--- config.mk ---
export PLATFORM = sky130hd
export DESIGN_NAME = lpsr_top
export DESIGN_NICKNAME = d
export VERILOG_FILES = /design/src/hw/lpsr_pkg.sv /design/src/hw/lpsr_sync.sv /design/src/hw/lpsr_top.sv
export VERILOG_INCLUDE_DIRS = /design/src /design/src/hw
export SDC_FILE = /design/constraint.sdc
export NUM_CORES = 1
export LEC_CHECK = 0
export ABC_CLOCK_PERIOD_IN_PS = 4800
export BUFFER_PORTS_ARGS = -buffer_cell sky130_fd_sc_hd__buf_4
export CAP_MARGIN = 20
export CORE_ASPECT_RATIO = 0.9
export CORE_MARGIN = 8
export CORE_UTILIZATION = 56
export DETAILED_ROUTE_END_ITERATION = 10
export PLACE_DENSITY = 0.78
export SLEW_MARGIN = 20
export SYNTH_ARGS = -nofsm -noshare
export SYNTH_HDL_FRONTEND = slang
export SYNTH_HIERARCHICAL = 1
export SYNTH_SLANG_ARGS = --single-unit
--- constraint.sdc ---
create_clock -name clk_in -period 4.8 [get_ports clk_in]
set_input_delay 0.24 -clock clk_in [delete_from_list [all_inputs] [get_ports clk_in]]
set_output_delay 0.24 -clock clk_in [all_outputs]
set_load 0.05 [all_outputs]
--- src/hw/lpsr_consts.svh ---
// Constants for the self-refresh and partial-array refresh block
// Functional notes
// - Self-refresh entry is clock enable low, select low, bits 0,1 low, 2 high.
// - In self refresh only clock enable matters; internal timer keeps data.
// - At least one internal all-bank refresh within minimum residency.
// - Exit interval counts from first rising edge after clock enable rises.
// - Bank mask holds one bit per bank; masked banks are not refreshed.
// - Unmasked banks refresh only segments left unmasked.
// - Eight segments; each segment bit applies across all banks.
// - Region refreshed only when neither bank nor segment bit is set.
// - Bank mask at mode address 010h, segment mask at 011h, via write.
`ifndef LPSR_CONSTS_SVH
`define LPSR_CONSTS_SVH

// ----------------------------------------
// Mode register addresses
// ----------------------------------------
`define LPSR_MA_BANK_MASK 8'h10
`define LPSR_MA_SEG_MASK 8'h11
`define LPSR_MASK_RESET 8'h00

// ----------------------------------------
// Timing
// ----------------------------------------
`define LPSR_CLK_NS 40
// Minimum self-refresh residency, ns
`define LPSR_RESIDENCY_NS 15
`define LPSR_RESIDENCY_CYC ((`LPSR_RESIDENCY_NS+`LPSR_CLK_NS-1)/`LPSR_CLK_NS)
// Internal refresh timer period, ns
`define LPSR_INT_REF_NS 7800
`define LPSR_INT_REF_CYC (`LPSR_INT_REF_NS/`LPSR_CLK_NS)
// Self-refresh exit interval, ns
`define LPSR_EXIT_NS 140
`define LPSR_EXIT_CYC ((`LPSR_EXIT_NS+`LPSR_CLK_NS-1)/`LPSR_CLK_NS)

`endif

--- src/hw/lpsr_pkg.sv ---
// Types for the self-refresh and partial-array refresh block
package lpsr_pkg;
  typedef enum logic [2:0] {
    LPSR_ACTIVE = 3'b001,
    LPSR_SELF = 3'b010,
    LPSR_EXIT = 3'b100
  } lpsr_state_t;
endpackage

--- src/hw/lpsr_sync.sv ---
// Two-flop synchroniser with edge detect on the synchronised level
`timescale 1ns/1ps
module lpsr_sync (
  // Clock and reset
  input wire logic clk_in,
  input wire logic rst_in,
  // Asynchronous input
  input wire logic d_in,
  // Synchronised level and its rising edge
  output logic q_out,
  output logic rise_out
);
  logic s1_r;
  logic s2_r;
  logic s3_r;

  always_ff @(posedge clk_in) begin
    if (rst_in) begin
      s1_r <= 1'b0;
      s2_r <= 1'b0;
      s3_r <= 1'b0;
    end else begin
      s1_r <= d_in;
      s2_r <= s1_r;
      s3_r <= s2_r;
    end
  end

  assign q_out = s2_r;
  assign rise_out = s2_r & ~s3_r;
endmodule

--- src/hw/lpsr_top.sv ---
// Self-refresh sequencing and partial-array refresh masking
`timescale 1ns/1ps
`include "lpsr_consts.svh"
module lpsr_top (
  // Clock and reset
  input wire logic clk_in,
  input wire logic rst_in,
  // Link pins from controller
  input wire logic ck_in,
  input wire logic cke_in,
  input wire logic cs_n_in,
  input wire logic [9:0] ca_rise_in,
  input wire logic [9:0] ca_fall_in,
  // Status
  output logic self_refresh_out,
  output logic exit_busy_out,
  output logic refresh_pulse_out,
  output logic [7:0] refresh_bank_out,
  output logic [7:0] refresh_seg_out,
  output logic [7:0] bank_mask_out,
  output logic [7:0] seg_mask_out
);
  // ----------------------------------------
  // Input synchronisers
  // ----------------------------------------
  logic ck_q;
  logic ck_rise;
  logic cke_s1_r;
  logic cke_s2_r;
  logic cs_s1_r;
  logic cs_s2_r;
  logic [9:0] car_s1_r;
  logic [9:0] car_s2_r;
  logic [9:0] caf_s1_r;
  logic [9:0] caf_s2_r;
  logic cke_prev_r;

  lpsr_sync u_ck (
    .clk_in(clk_in),
    .rst_in(rst_in),
    .d_in(ck_in),
    .q_out(ck_q),
    .rise_out(ck_rise)
  );

  always_ff @(posedge clk_in) begin
    if (rst_in) begin
      cke_s1_r <= 1'b0;
      cke_s2_r <= 1'b0;
      cs_s1_r <= 1'b1;
      cs_s2_r <= 1'b1;
      car_s1_r <= 10'h000;
      car_s2_r <= 10'h000;
      caf_s1_r <= 10'h000;
      caf_s2_r <= 10'h000;
    end else begin
      cke_s1_r <= cke_in;
      cke_s2_r <= cke_s1_r;
      cs_s1_r <= cs_n_in;
      cs_s2_r <= cs_s1_r;
      car_s1_r <= ca_rise_in;
      car_s2_r <= car_s1_r;
      caf_s1_r <= ca_fall_in;
      caf_s2_r <= caf_s1_r;
    end
  end

  // Clock enable as seen at the previous link rising edge
  always_ff @(posedge clk_in) begin
    if (rst_in) begin
      cke_prev_r <= 1'b0;
    end else if (ck_rise) begin
      cke_prev_r <= cke_s2_r;
    end
  end

  // ----------------------------------------
  // Command decode
  // ----------------------------------------
  logic sr_cmd;
  logic mode_write_cmd;
  logic [7:0] mode_write_addr;
  logic [7:0] mode_write_data;
  lpsr_pkg::lpsr_state_t state_r;

  assign sr_cmd = ck_rise && cke_prev_r && !cke_s2_r && !cs_s2_r
    && !car_s2_r[0] && !car_s2_r[1] && car_s2_r[2]
    && (state_r == lpsr_pkg::LPSR_ACTIVE);
  assign mode_write_cmd = ck_rise && cke_s2_r && !cs_s2_r
    && (car_s2_r[3:0] == 4'h0) && (state_r == lpsr_pkg::LPSR_ACTIVE);
  assign mode_write_addr = {car_s2_r[9:4], caf_s2_r[1:0]};
  assign mode_write_data = caf_s2_r[9:2];

  // ----------------------------------------
  // Mask registers
  // ----------------------------------------
  logic [7:0] bank_refresh_mask_r;
  logic [7:0] segment_refresh_mask_r;

  // mode register writes to the masks
  always_ff @(posedge clk_in) begin
    if (rst_in) begin
      bank_refresh_mask_r <= `LPSR_MASK_RESET;
      segment_refresh_mask_r <= `LPSR_MASK_RESET;
    end else if (mode_write_cmd) begin
      if (mode_write_addr == `LPSR_MA_BANK_MASK) begin
        bank_refresh_mask_r <= mode_write_data;
      end else if (mode_write_addr == `LPSR_MA_SEG_MASK) begin
        segment_refresh_mask_r <= mode_write_data;
      end
    end
  end

  // ----------------------------------------
  // Self-refresh state machine
  // ----------------------------------------
  localparam int RES_CYC = `LPSR_RESIDENCY_CYC;
  localparam int REF_CYC = `LPSR_INT_REF_CYC;
  localparam int EXIT_CYC = `LPSR_EXIT_CYC;
  logic [15:0] timer_r;
  logic [15:0] exit_cnt_r;
  logic first_ref_r;

  // in self refresh only clock enable is watched
  always_ff @(posedge clk_in) begin
    if (rst_in) begin
      state_r <= lpsr_pkg::LPSR_ACTIVE;
    end else begin
      case (state_r)
        lpsr_pkg::LPSR_ACTIVE: begin
          if (sr_cmd) begin
            state_r <= lpsr_pkg::LPSR_SELF;
          end
        end
        lpsr_pkg::LPSR_SELF: begin
          if (cke_s2_r) begin
            state_r <= lpsr_pkg::LPSR_EXIT;
          end
        end
        lpsr_pkg::LPSR_EXIT: begin
          if (exit_cnt_r >= 16'(EXIT_CYC)) begin
            state_r <= lpsr_pkg::LPSR_ACTIVE;
          end
        end
        default: begin
          state_r <= lpsr_pkg::LPSR_ACTIVE;
        end
      endcase
    end
  end

  // exit interval counted from link rising edges after exit
  always_ff @(posedge clk_in) begin
    if (rst_in) begin
      exit_cnt_r <= 16'h0000;
    end else if (state_r != lpsr_pkg::LPSR_EXIT) begin
      exit_cnt_r <= 16'h0000;
    end else if (ck_rise) begin
      exit_cnt_r <= exit_cnt_r + 16'h0001;
    end
  end

  // ----------------------------------------
  // Internal refresh timer
  // ----------------------------------------
  logic ref_tick;
  logic [2:0] seg_idx_r;
  logic [7:0] seg_bit;

  // first refresh within minimum residency, then periodic
  assign ref_tick = (state_r == lpsr_pkg::LPSR_SELF)
    && (first_ref_r ? (timer_r >= 16'(RES_CYC - 1))
                    : (timer_r >= 16'(REF_CYC - 1)));

  always_ff @(posedge clk_in) begin
    if (rst_in) begin
      timer_r <= 16'h0000;
      first_ref_r <= 1'b1;
    end else if (state_r != lpsr_pkg::LPSR_SELF) begin
      timer_r <= 16'h0000;
      first_ref_r <= 1'b1;
    end else if (ref_tick) begin
      timer_r <= 16'h0000;
      first_ref_r <= 1'b0;
    end else begin
      timer_r <= timer_r + 16'h0001;
    end
  end

  always_ff @(posedge clk_in) begin
    if (rst_in) begin
      seg_idx_r <= 3'h0;
    end else if (ref_tick) begin
      seg_idx_r <= seg_idx_r + 3'h1;
    end
  end

  // bit n maps to segment n
  assign seg_bit = 8'h01 << seg_idx_r;

  // ----------------------------------------
  // Refresh outputs
  // ----------------------------------------
  // refresh only where neither mask bit is set
  always_ff @(posedge clk_in) begin
    if (rst_in) begin
      refresh_pulse_out <= 1'b0;
      refresh_bank_out <= 8'h00;
      refresh_seg_out <= 8'h00;
    end else begin
      refresh_pulse_out <= ref_tick;
      refresh_seg_out <= 8'h00;
      refresh_bank_out <= 8'h00;
      if (ref_tick && ((seg_bit & segment_refresh_mask_r) == 8'h00)) begin
        refresh_seg_out <= seg_bit;
        refresh_bank_out <= ~bank_refresh_mask_r;
      end
    end
  end

  always_ff @(posedge clk_in) begin
    if (rst_in) begin
      self_refresh_out <= 1'b0;
      exit_busy_out <= 1'b0;
      bank_mask_out <= `LPSR_MASK_RESET;
      seg_mask_out <= `LPSR_MASK_RESET;
    end else begin
      self_refresh_out <= (state_r == lpsr_pkg::LPSR_SELF);
      exit_busy_out <= (state_r == lpsr_pkg::LPSR_EXIT);
      bank_mask_out <= bank_refresh_mask_r;
      seg_mask_out <= segment_refresh_mask_r;
    end
  end

  // ----------------------------------------
  // Checks
  // ----------------------------------------
  a_entry_decode: assert property (
    @(posedge clk_in) disable iff (rst_in)
    sr_cmd |=> state_r == lpsr_pkg::LPSR_SELF)
    else $error("entry not taken");
  a_masked_bank: assert property (
    @(posedge clk_in) disable iff (rst_in)
    refresh_pulse_out |-> (refresh_bank_out & bank_mask_out) == 8'h00)
    else $error("masked bank refreshed");
  a_masked_seg: assert property (
    @(posedge clk_in) disable iff (rst_in)
    refresh_pulse_out |-> (refresh_seg_out & seg_mask_out) == 8'h00)
    else $error("masked segment refreshed");
  a_no_ref_out: assert property (
    @(posedge clk_in) disable iff (rst_in)
    !$past(state_r == lpsr_pkg::LPSR_SELF) |-> !refresh_pulse_out)
    else $error("refresh outside self refresh");
  a_first_ref: assert property (
    @(posedge clk_in) disable iff (rst_in)
    (state_r == lpsr_pkg::LPSR_SELF && first_ref_r)
    |-> timer_r < 16'(RES_CYC))
    else $error("late first refresh");
  a_exit_hold: assert property (
    @(posedge clk_in) disable iff (rst_in)
    (state_r == lpsr_pkg::LPSR_EXIT && exit_cnt_r < 16'(EXIT_CYC))
    |=> state_r == lpsr_pkg::LPSR_EXIT)
    else $error("exit interval cut short");
  a_mode_write_bank: assert property (
    @(posedge clk_in) disable iff (rst_in)
    (mode_write_cmd && mode_write_addr == `LPSR_MA_BANK_MASK)
    |=> bank_refresh_mask_r == $past(mode_write_data))
    else $error("bank mask not written");
  a_mode_write_seg: assert property (
    @(posedge clk_in) disable iff (rst_in)
    (mode_write_cmd && mode_write_addr == `LPSR_MA_SEG_MASK)
    |=> segment_refresh_mask_r == $past(mode_write_data))
    else $error("segment mask not written");
  a_self_flag: assert property (
    @(posedge clk_in) disable iff (rst_in)
    self_refresh_out == $past(state_r == lpsr_pkg::LPSR_SELF))
    else $error("self refresh flag out of step");
  a_busy_flag: assert property (
    @(posedge clk_in) disable iff (rst_in)
    exit_busy_out == $past(state_r == lpsr_pkg::LPSR_EXIT))
    else $error("exit busy flag out of step");
  a_masks_frozen: assert property (
    @(posedge clk_in) disable iff (rst_in)
    state_r != lpsr_pkg::LPSR_ACTIVE |=> ($stable(bank_refresh_mask_r)
    && $stable(segment_refresh_mask_r)))
    else $error("mask changed outside active state");
  a_stay_self: assert property (
    @(posedge clk_in) disable iff (rst_in)
    (state_r == lpsr_pkg::LPSR_SELF && !cke_s2_r)
    |=> state_r == lpsr_pkg::LPSR_SELF)
    else $error("self refresh left with clock enable low");
  a_ref_period: assert property (
    @(posedge clk_in) disable iff (rst_in)
    (state_r == lpsr_pkg::LPSR_SELF && !first_ref_r)
    |-> timer_r < 16'(REF_CYC))
    else $error("internal refresh period overrun");
  a_pulse_single: assert property (
    @(posedge clk_in) disable iff (rst_in)
    refresh_pulse_out |=> !refresh_pulse_out)
    else $error("refresh pulse longer than one cycle");
  a_seg_onehot: assert property (
    @(posedge clk_in) disable iff (rst_in)
    refresh_seg_out != 8'h00 |-> $onehot(refresh_seg_out))
    else $error("more than one segment refreshed");
  a_seg_banks: assert property (
    @(posedge clk_in) disable iff (rst_in)
    (refresh_pulse_out && refresh_seg_out != 8'h00)
    |-> refresh_bank_out == ~bank_mask_out)
    else $error("unmasked banks not refreshed");
  a_region_masked: assert property (
    @(posedge clk_in) disable iff (rst_in)
    (refresh_pulse_out && refresh_seg_out == 8'h00)
    |-> refresh_bank_out == 8'h00)
    else $error("bank refreshed in masked segment");
  a_seg_map: assert property (
    @(posedge clk_in) disable iff (rst_in)
    ref_tick |-> seg_bit[seg_idx_r])
    else $error("segment bit mismatch");
endmodule

* Yosys cells after proc, flatten, opt, wreduce, memory -nomap -nowiden
Cells that the tools add are included.
Operators by class: bitwise operators 6, muxes and demuxes 5, reductions and logical operators 26, shift-type cells 1, add/sub/neg operators 3, order comparisons 3, equal/unequal tests 10
Operators with widths (count):
- adder 16 x 1 -> 16 bit (second input constant) | 2
- equality test 8 x 5 -> 1 bit (second input constant) | 2
- >= comparator 16 x 1 -> 1 bit (second input constant) | 1
- >= comparator 16 x 3 -> 1 bit (second input constant) | 1
- >= comparator 16 x 8 -> 1 bit (second input constant) | 1
- logical AND 1 bit | 13
- 2-to-1 mux 3 bit | 3
- one-hot mux 3 bit (3 select lines) | 1
- bitwise AND 8 bit | 1
- logical NOT 8 bit | 1
- NOT 8 bit | 1
- left shift 1 x 3 -> 8 bit (first input constant) | 1
- != test 2 bit (second input constant) | 3
- AND reduction 3 bit | 2
- OR reduction 2 bit | 3
- logical NOT 1 bit | 4
- logical NOT 4 bit | 1
- adder 3 x 1 -> 3 bit (second input constant) | 1
- equality test 3 x 1 -> 1 bit (second input constant) | 1
- equality test 3 x 2 -> 1 bit (second input constant) | 1
- equality test 3 bit (second input constant) | 1
- != test 3 x 2 -> 1 bit (second input constant) | 1
- != test 3 bit (second input constant) | 1
- NOT 1 bit | 3
- 4 further kinds | 4
Word-level totals: flip-flop bits (word level) 138, input bits 25

* Depth between registers and ports, before layout
word-level depth 11, mapped depth 7

* By module
The synthesis kept the hierarchy.
Modules (own cells, without submodules):
- lpsr_top | times used 1, seq. area each 2702.6 um^2, cells each 421, area each 4515.6 um^2
- lpsr_sync | times used 1, seq. area each 60.1 um^2, cells each 7, area each 87.6 um^2

* Worst setup path before layout
Ideal clock, no wire load.
path type reg2reg, start reg u_ck.s2_r, in the netlist u_ck/q_out, end reg segment_refresh_mask_r[0], data arrival time 1784 ps, library setup time 119 ps, buffers on the path 2, period minus slack after synthesis 1903 ps, slack 2897 ps, cell stages (with the launch flop) 7, data required time 4681 ps, cell sequence dfxtp_1 -> nor2b_2 -> buf_6 -> or4b_4 -> or4_4 -> buf_6 -> mux2i_1
Between the ends: cells in the longest elaborated chain, start to end 6
RTL lines:
- from (decl) | RTL line lpsr_sync.sv:14 | logic s2_r;
- from (signal assigned) | RTL line lpsr_sync.sv:24 | s2_r <= s1_r;
- bitwise AND 1 bit | RTL line lpsr_sync.sv:30 | assign rise_out = s2_r & ~s3_r;
- net ck_rise | RTL line lpsr_top.sv:27 | logic ck_rise;
- logical AND 1 bit (2 in a row) | RTL line lpsr_top.sv:89 | assign mode_write_cmd = ck_rise && cke_s2_r && !cs_s2_r
- logical AND 1 bit (2 in a row) | RTL line lpsr_top.sv:90 | && (car_s2_r[3:0] == 4'h0) && (state_r == lpsr_pkg::LPSR_ACTIVE);
- AND reduction 3 bit (no line)
- to (signal assigned) | RTL line lpsr_top.sv:104 | segment_refresh_mask_r <= `LPSR_MASK_RESET;
- to (signal assigned) | RTL line lpsr_top.sv:109 | segment_refresh_mask_r <= mode_write_data;
- to (decl) | RTL line lpsr_top.sv:98 | logic [7:0] segment_refresh_mask_r;
The timed path passes the listed nets, and every way through them passes these cells. A chain may end at the register's enable or synchronous reset.

* Worst setup path after layout
start reg u_ck.s2_r, in the netlist u_ck/q_out, end reg bank_refresh_mask_r[0]
Between the ends: cells in the longest elaborated chain, start to end 6
RTL lines:
- bitwise AND 1 bit | RTL line lpsr_sync.sv:30
- net ck_rise | RTL line lpsr_top.sv:27
- logical AND 1 bit (2 in a row) | RTL line lpsr_top.sv:89
- logical AND 1 bit (2 in a row) | RTL line lpsr_top.sv:90
- AND reduction 2 bit (no line)
- to (signal assigned) | RTL line lpsr_top.sv:103 | bank_refresh_mask_r <= `LPSR_MASK_RESET;
- to (signal assigned) | RTL line lpsr_top.sv:107 | bank_refresh_mask_r <= mode_write_data;
- to (decl) | RTL line lpsr_top.sv:97 | logic [7:0] bank_refresh_mask_r;
The timed path passes the listed nets, and every way through them passes these cells.

==> metrics.yaml <==
status:
  status: "complete, no violations"
critical_path:
  cp.required_ps: 5240
  path_buf_inv: 0
  max_stage_delay_ps: 670
  cpLargestDelayFamily: "simple AND/OR/NAND/NOR gates"
  ff2ff_path_depth: 4
  cp-end-kind: "register"
  worst_setup_path_start_kind: "register"
  crit_path_cell_trace: "nor2b_2, or4b_4, nor4_4, mux2i_1"
  critical_path_class: "register to register"
  arrival_ps: 2730
  critPathMaxFanout: 8
  cp_num_cells: 4
  cp_slowest_cell: "nor4_4"
floorplanning:
  start_util: 0.573
  fp.coreArea_sq_mm: 0.00803
  ios: 60
  dieHeight_um: 102
  dieWidth_um: 112
  die_area_sq_mm: 0.0114
  fp-row-count: 31
logic_synthesis:
  synth_top_area_frac: 0.600
  syn_avg_cell_area_sq_um: 10.8
  synth_area_sq_mm: 0.00460
  synth_cells: 428
  ys.flop_type: "dfxtp_1"
  yosys-top-cells-area: "dfxtp_1 60%, nor2b_1 6.1%, mux2i_1 4.3%"
  synth-edff-count: 0
  yosys.area.top_type: "dfxtp_1"
  ys_types: 44
  seq_area_frac_synth: 0.600
  ys_seq_elements: 138
  async_reset_ff_frac: 0
  yosys_warnings: 6
finish:
  final_nets: 558
  layout_commonest_cell: "dfxtp_1"
  drive_gt1_frac: 0.198
  fillers: 542
  final_cell_mix: "138 x dfxtp_1, 59 x buf_4, 45 x nor2b_1"
  regArea_sq_mm: 0.00276
  area_delta_synth_final_pct: 29.9
  num_antenna_cells: 0
  fin_util: 0.745
  multiInputGateArea_sq_mm: 0.00168
  layoutNonFillerInstCount: 635
sta:
  min_period_ps: 2300
  min_period_over_period: 0.478
  final_max_slew_viol_count: 0
  final-hold-violation-count: 0
  slew-limit-headroom: 0.488
  setup_violations: 0
  holdWs_ps: 269
  worst_pin_slew_ps: 762
  finClkSkew_ps: 6.67
  rsz0062_at_grt: "no"
  fmax_mhz: 436
  fin_setup_tns_ps: 0
grt:
  grt_pass1_wl_mm: 13.7
  use_met1: 0.167
  antenna_found_initial: 0
  gr-total-overflow: 0
  grt_pass1_vias: 2953
  use_met3: 0.0644
  grt.busiest_layer: "met2"
  grtUsageTotal: 0.153
  grt_max_degree: 83
  use_met2: 0.254
power:
  ir_drop_mv: 0.229
  combinationalPowerShare: 0.024
  powerDensity_mw_per_mm2: 430
  switchingPower_mw: 0.552
  pwr-share-seq: 0.456
  p_leak_nw: 2.58
  internal-power_mw: 2.02
  netSwitchingFraction: 0.214
  pwr-share-clk: 0.520
cts:
  cts_tree: "done"
  clk_latency_ps: 520
  cts_buffer_depth: 2
  cts_inserted_buffers: 17
  hold_buffers: 23
  htree_num_levels: 4
  clk_pin_slew_ps: 60
  post_cts_buffers: 0
  cts.sinks: 138
  ctsResizeCount: 0
  root_buffer: "clkbuf_8"
drt:
  first_pass_iters: 5
  drc: 0
  drt_iter0_drc: 186
  via_count: 3028
  ant_nets: 0
  wl_per_cell_um: 12.7
  drt-total-wl_mm: 8.09
  via_per_inst: 4.77
place:
  dp.cells: 580
  place_congestion: 0.767
  dp_hpwl_mm: 5.06
  numPortBuffers: 59
hold_path:
  whs_path_depth: 2
  hold_class: "input pin to register"
run:
  drv_cap: 0
[worst paths after layout]
kind,startpoint,endpoint,slack (ps)
worst max-delay path,u_ck/q_out,bank_refresh_mask_r[0],2500
worst min register to register,bank_refresh_mask_r[5],refresh_bank_out[5],410
worst min-delay path,rst_in,u_ck/s1_r,270
worst max register to register,u_ck/q_out,bank_refresh_mask_r[0],2500
[metrics by stage]
| step | cell area (sq um) | setup WS [ps] | power (mW) |
|---|---|---|---|
| after floorplan | 4630 | 2900 | 1.22 |
| after global placement | 5130 | 2690 | 1.24 |
| after detailed placement | 5130 | 2610 | 1.24 |
| after CTS | 5980 | 2520 | 2.60 |
| after global routing | 5980 | 2370 | 2.66 |
| final | 5980 | 2500 | 2.57 |
[Yosys cell counts, types with 5 or more instances]
cell type and n:
mux2i_1 20, dfxtp_1 138, nor3b_1 6, a21oi_1 8, xnor2_1 9, nor2_1 41, nand2_1 11, nor2b_1 45
nand3_1 7, or3_1 5, ha_1 10, inv_1 32, clkbuf_1 10, nand2b_1 26, xor2_1 8, nor4_1 7
[sequential cells by signal, summed over array words and instances, names as in the netlist, 10 cells and up]
name	cells
caf_s1_r	10
exit_cnt_r	16
caf_s2_r	10
car_s1_r	10
car_s2_r	10
timer_r	16
[routing by layer]
metal  part of all wire  vias to the layer above
li1                   -                     1576
met1               0.43                     1380
met2               0.50                       63
met3              0.059                        9
met4              0.012                        0
met5                  0                        -
[layout make-up]
type	instances	area share
clock inverters	15	0.0341
repair buffers	82	0.113
clock buffers	17	0.0693
multi-input cells	252	0.281
flip-flops and latches	138	0.462
inverters	32	0.0201
well taps	99	0.0207
[power by group through the flow]
stage / Sequential [mW] / Combinational [mW] / Clock [mW]
after floorplan: 1.20 / 0.0283 / 0
after CTS: 1.17 / 0.0616 / 1.36
after global routing: 1.17 / 0.0688 / 1.42
after detailed placement: 1.20 / 0.0464 / 0
after global placement: 1.20 / 0.0455 / 0
final: 1.17 / 0.0624 / 1.34
[kinds of logic after synthesis]
group,Yosys count,share of synthesized area
and+or+nand+nor,176,0.222
DFF,138,0.600
buffers and inverters,45,0.0402
other,1,0.000815
AOI/OAI and AO/OA,19,0.0285
muxes,22,0.0484
xor gates and xnor gates,17,0.0323
adders and majority gates,10,0.0272
Power figures use the tool's default switching activity.
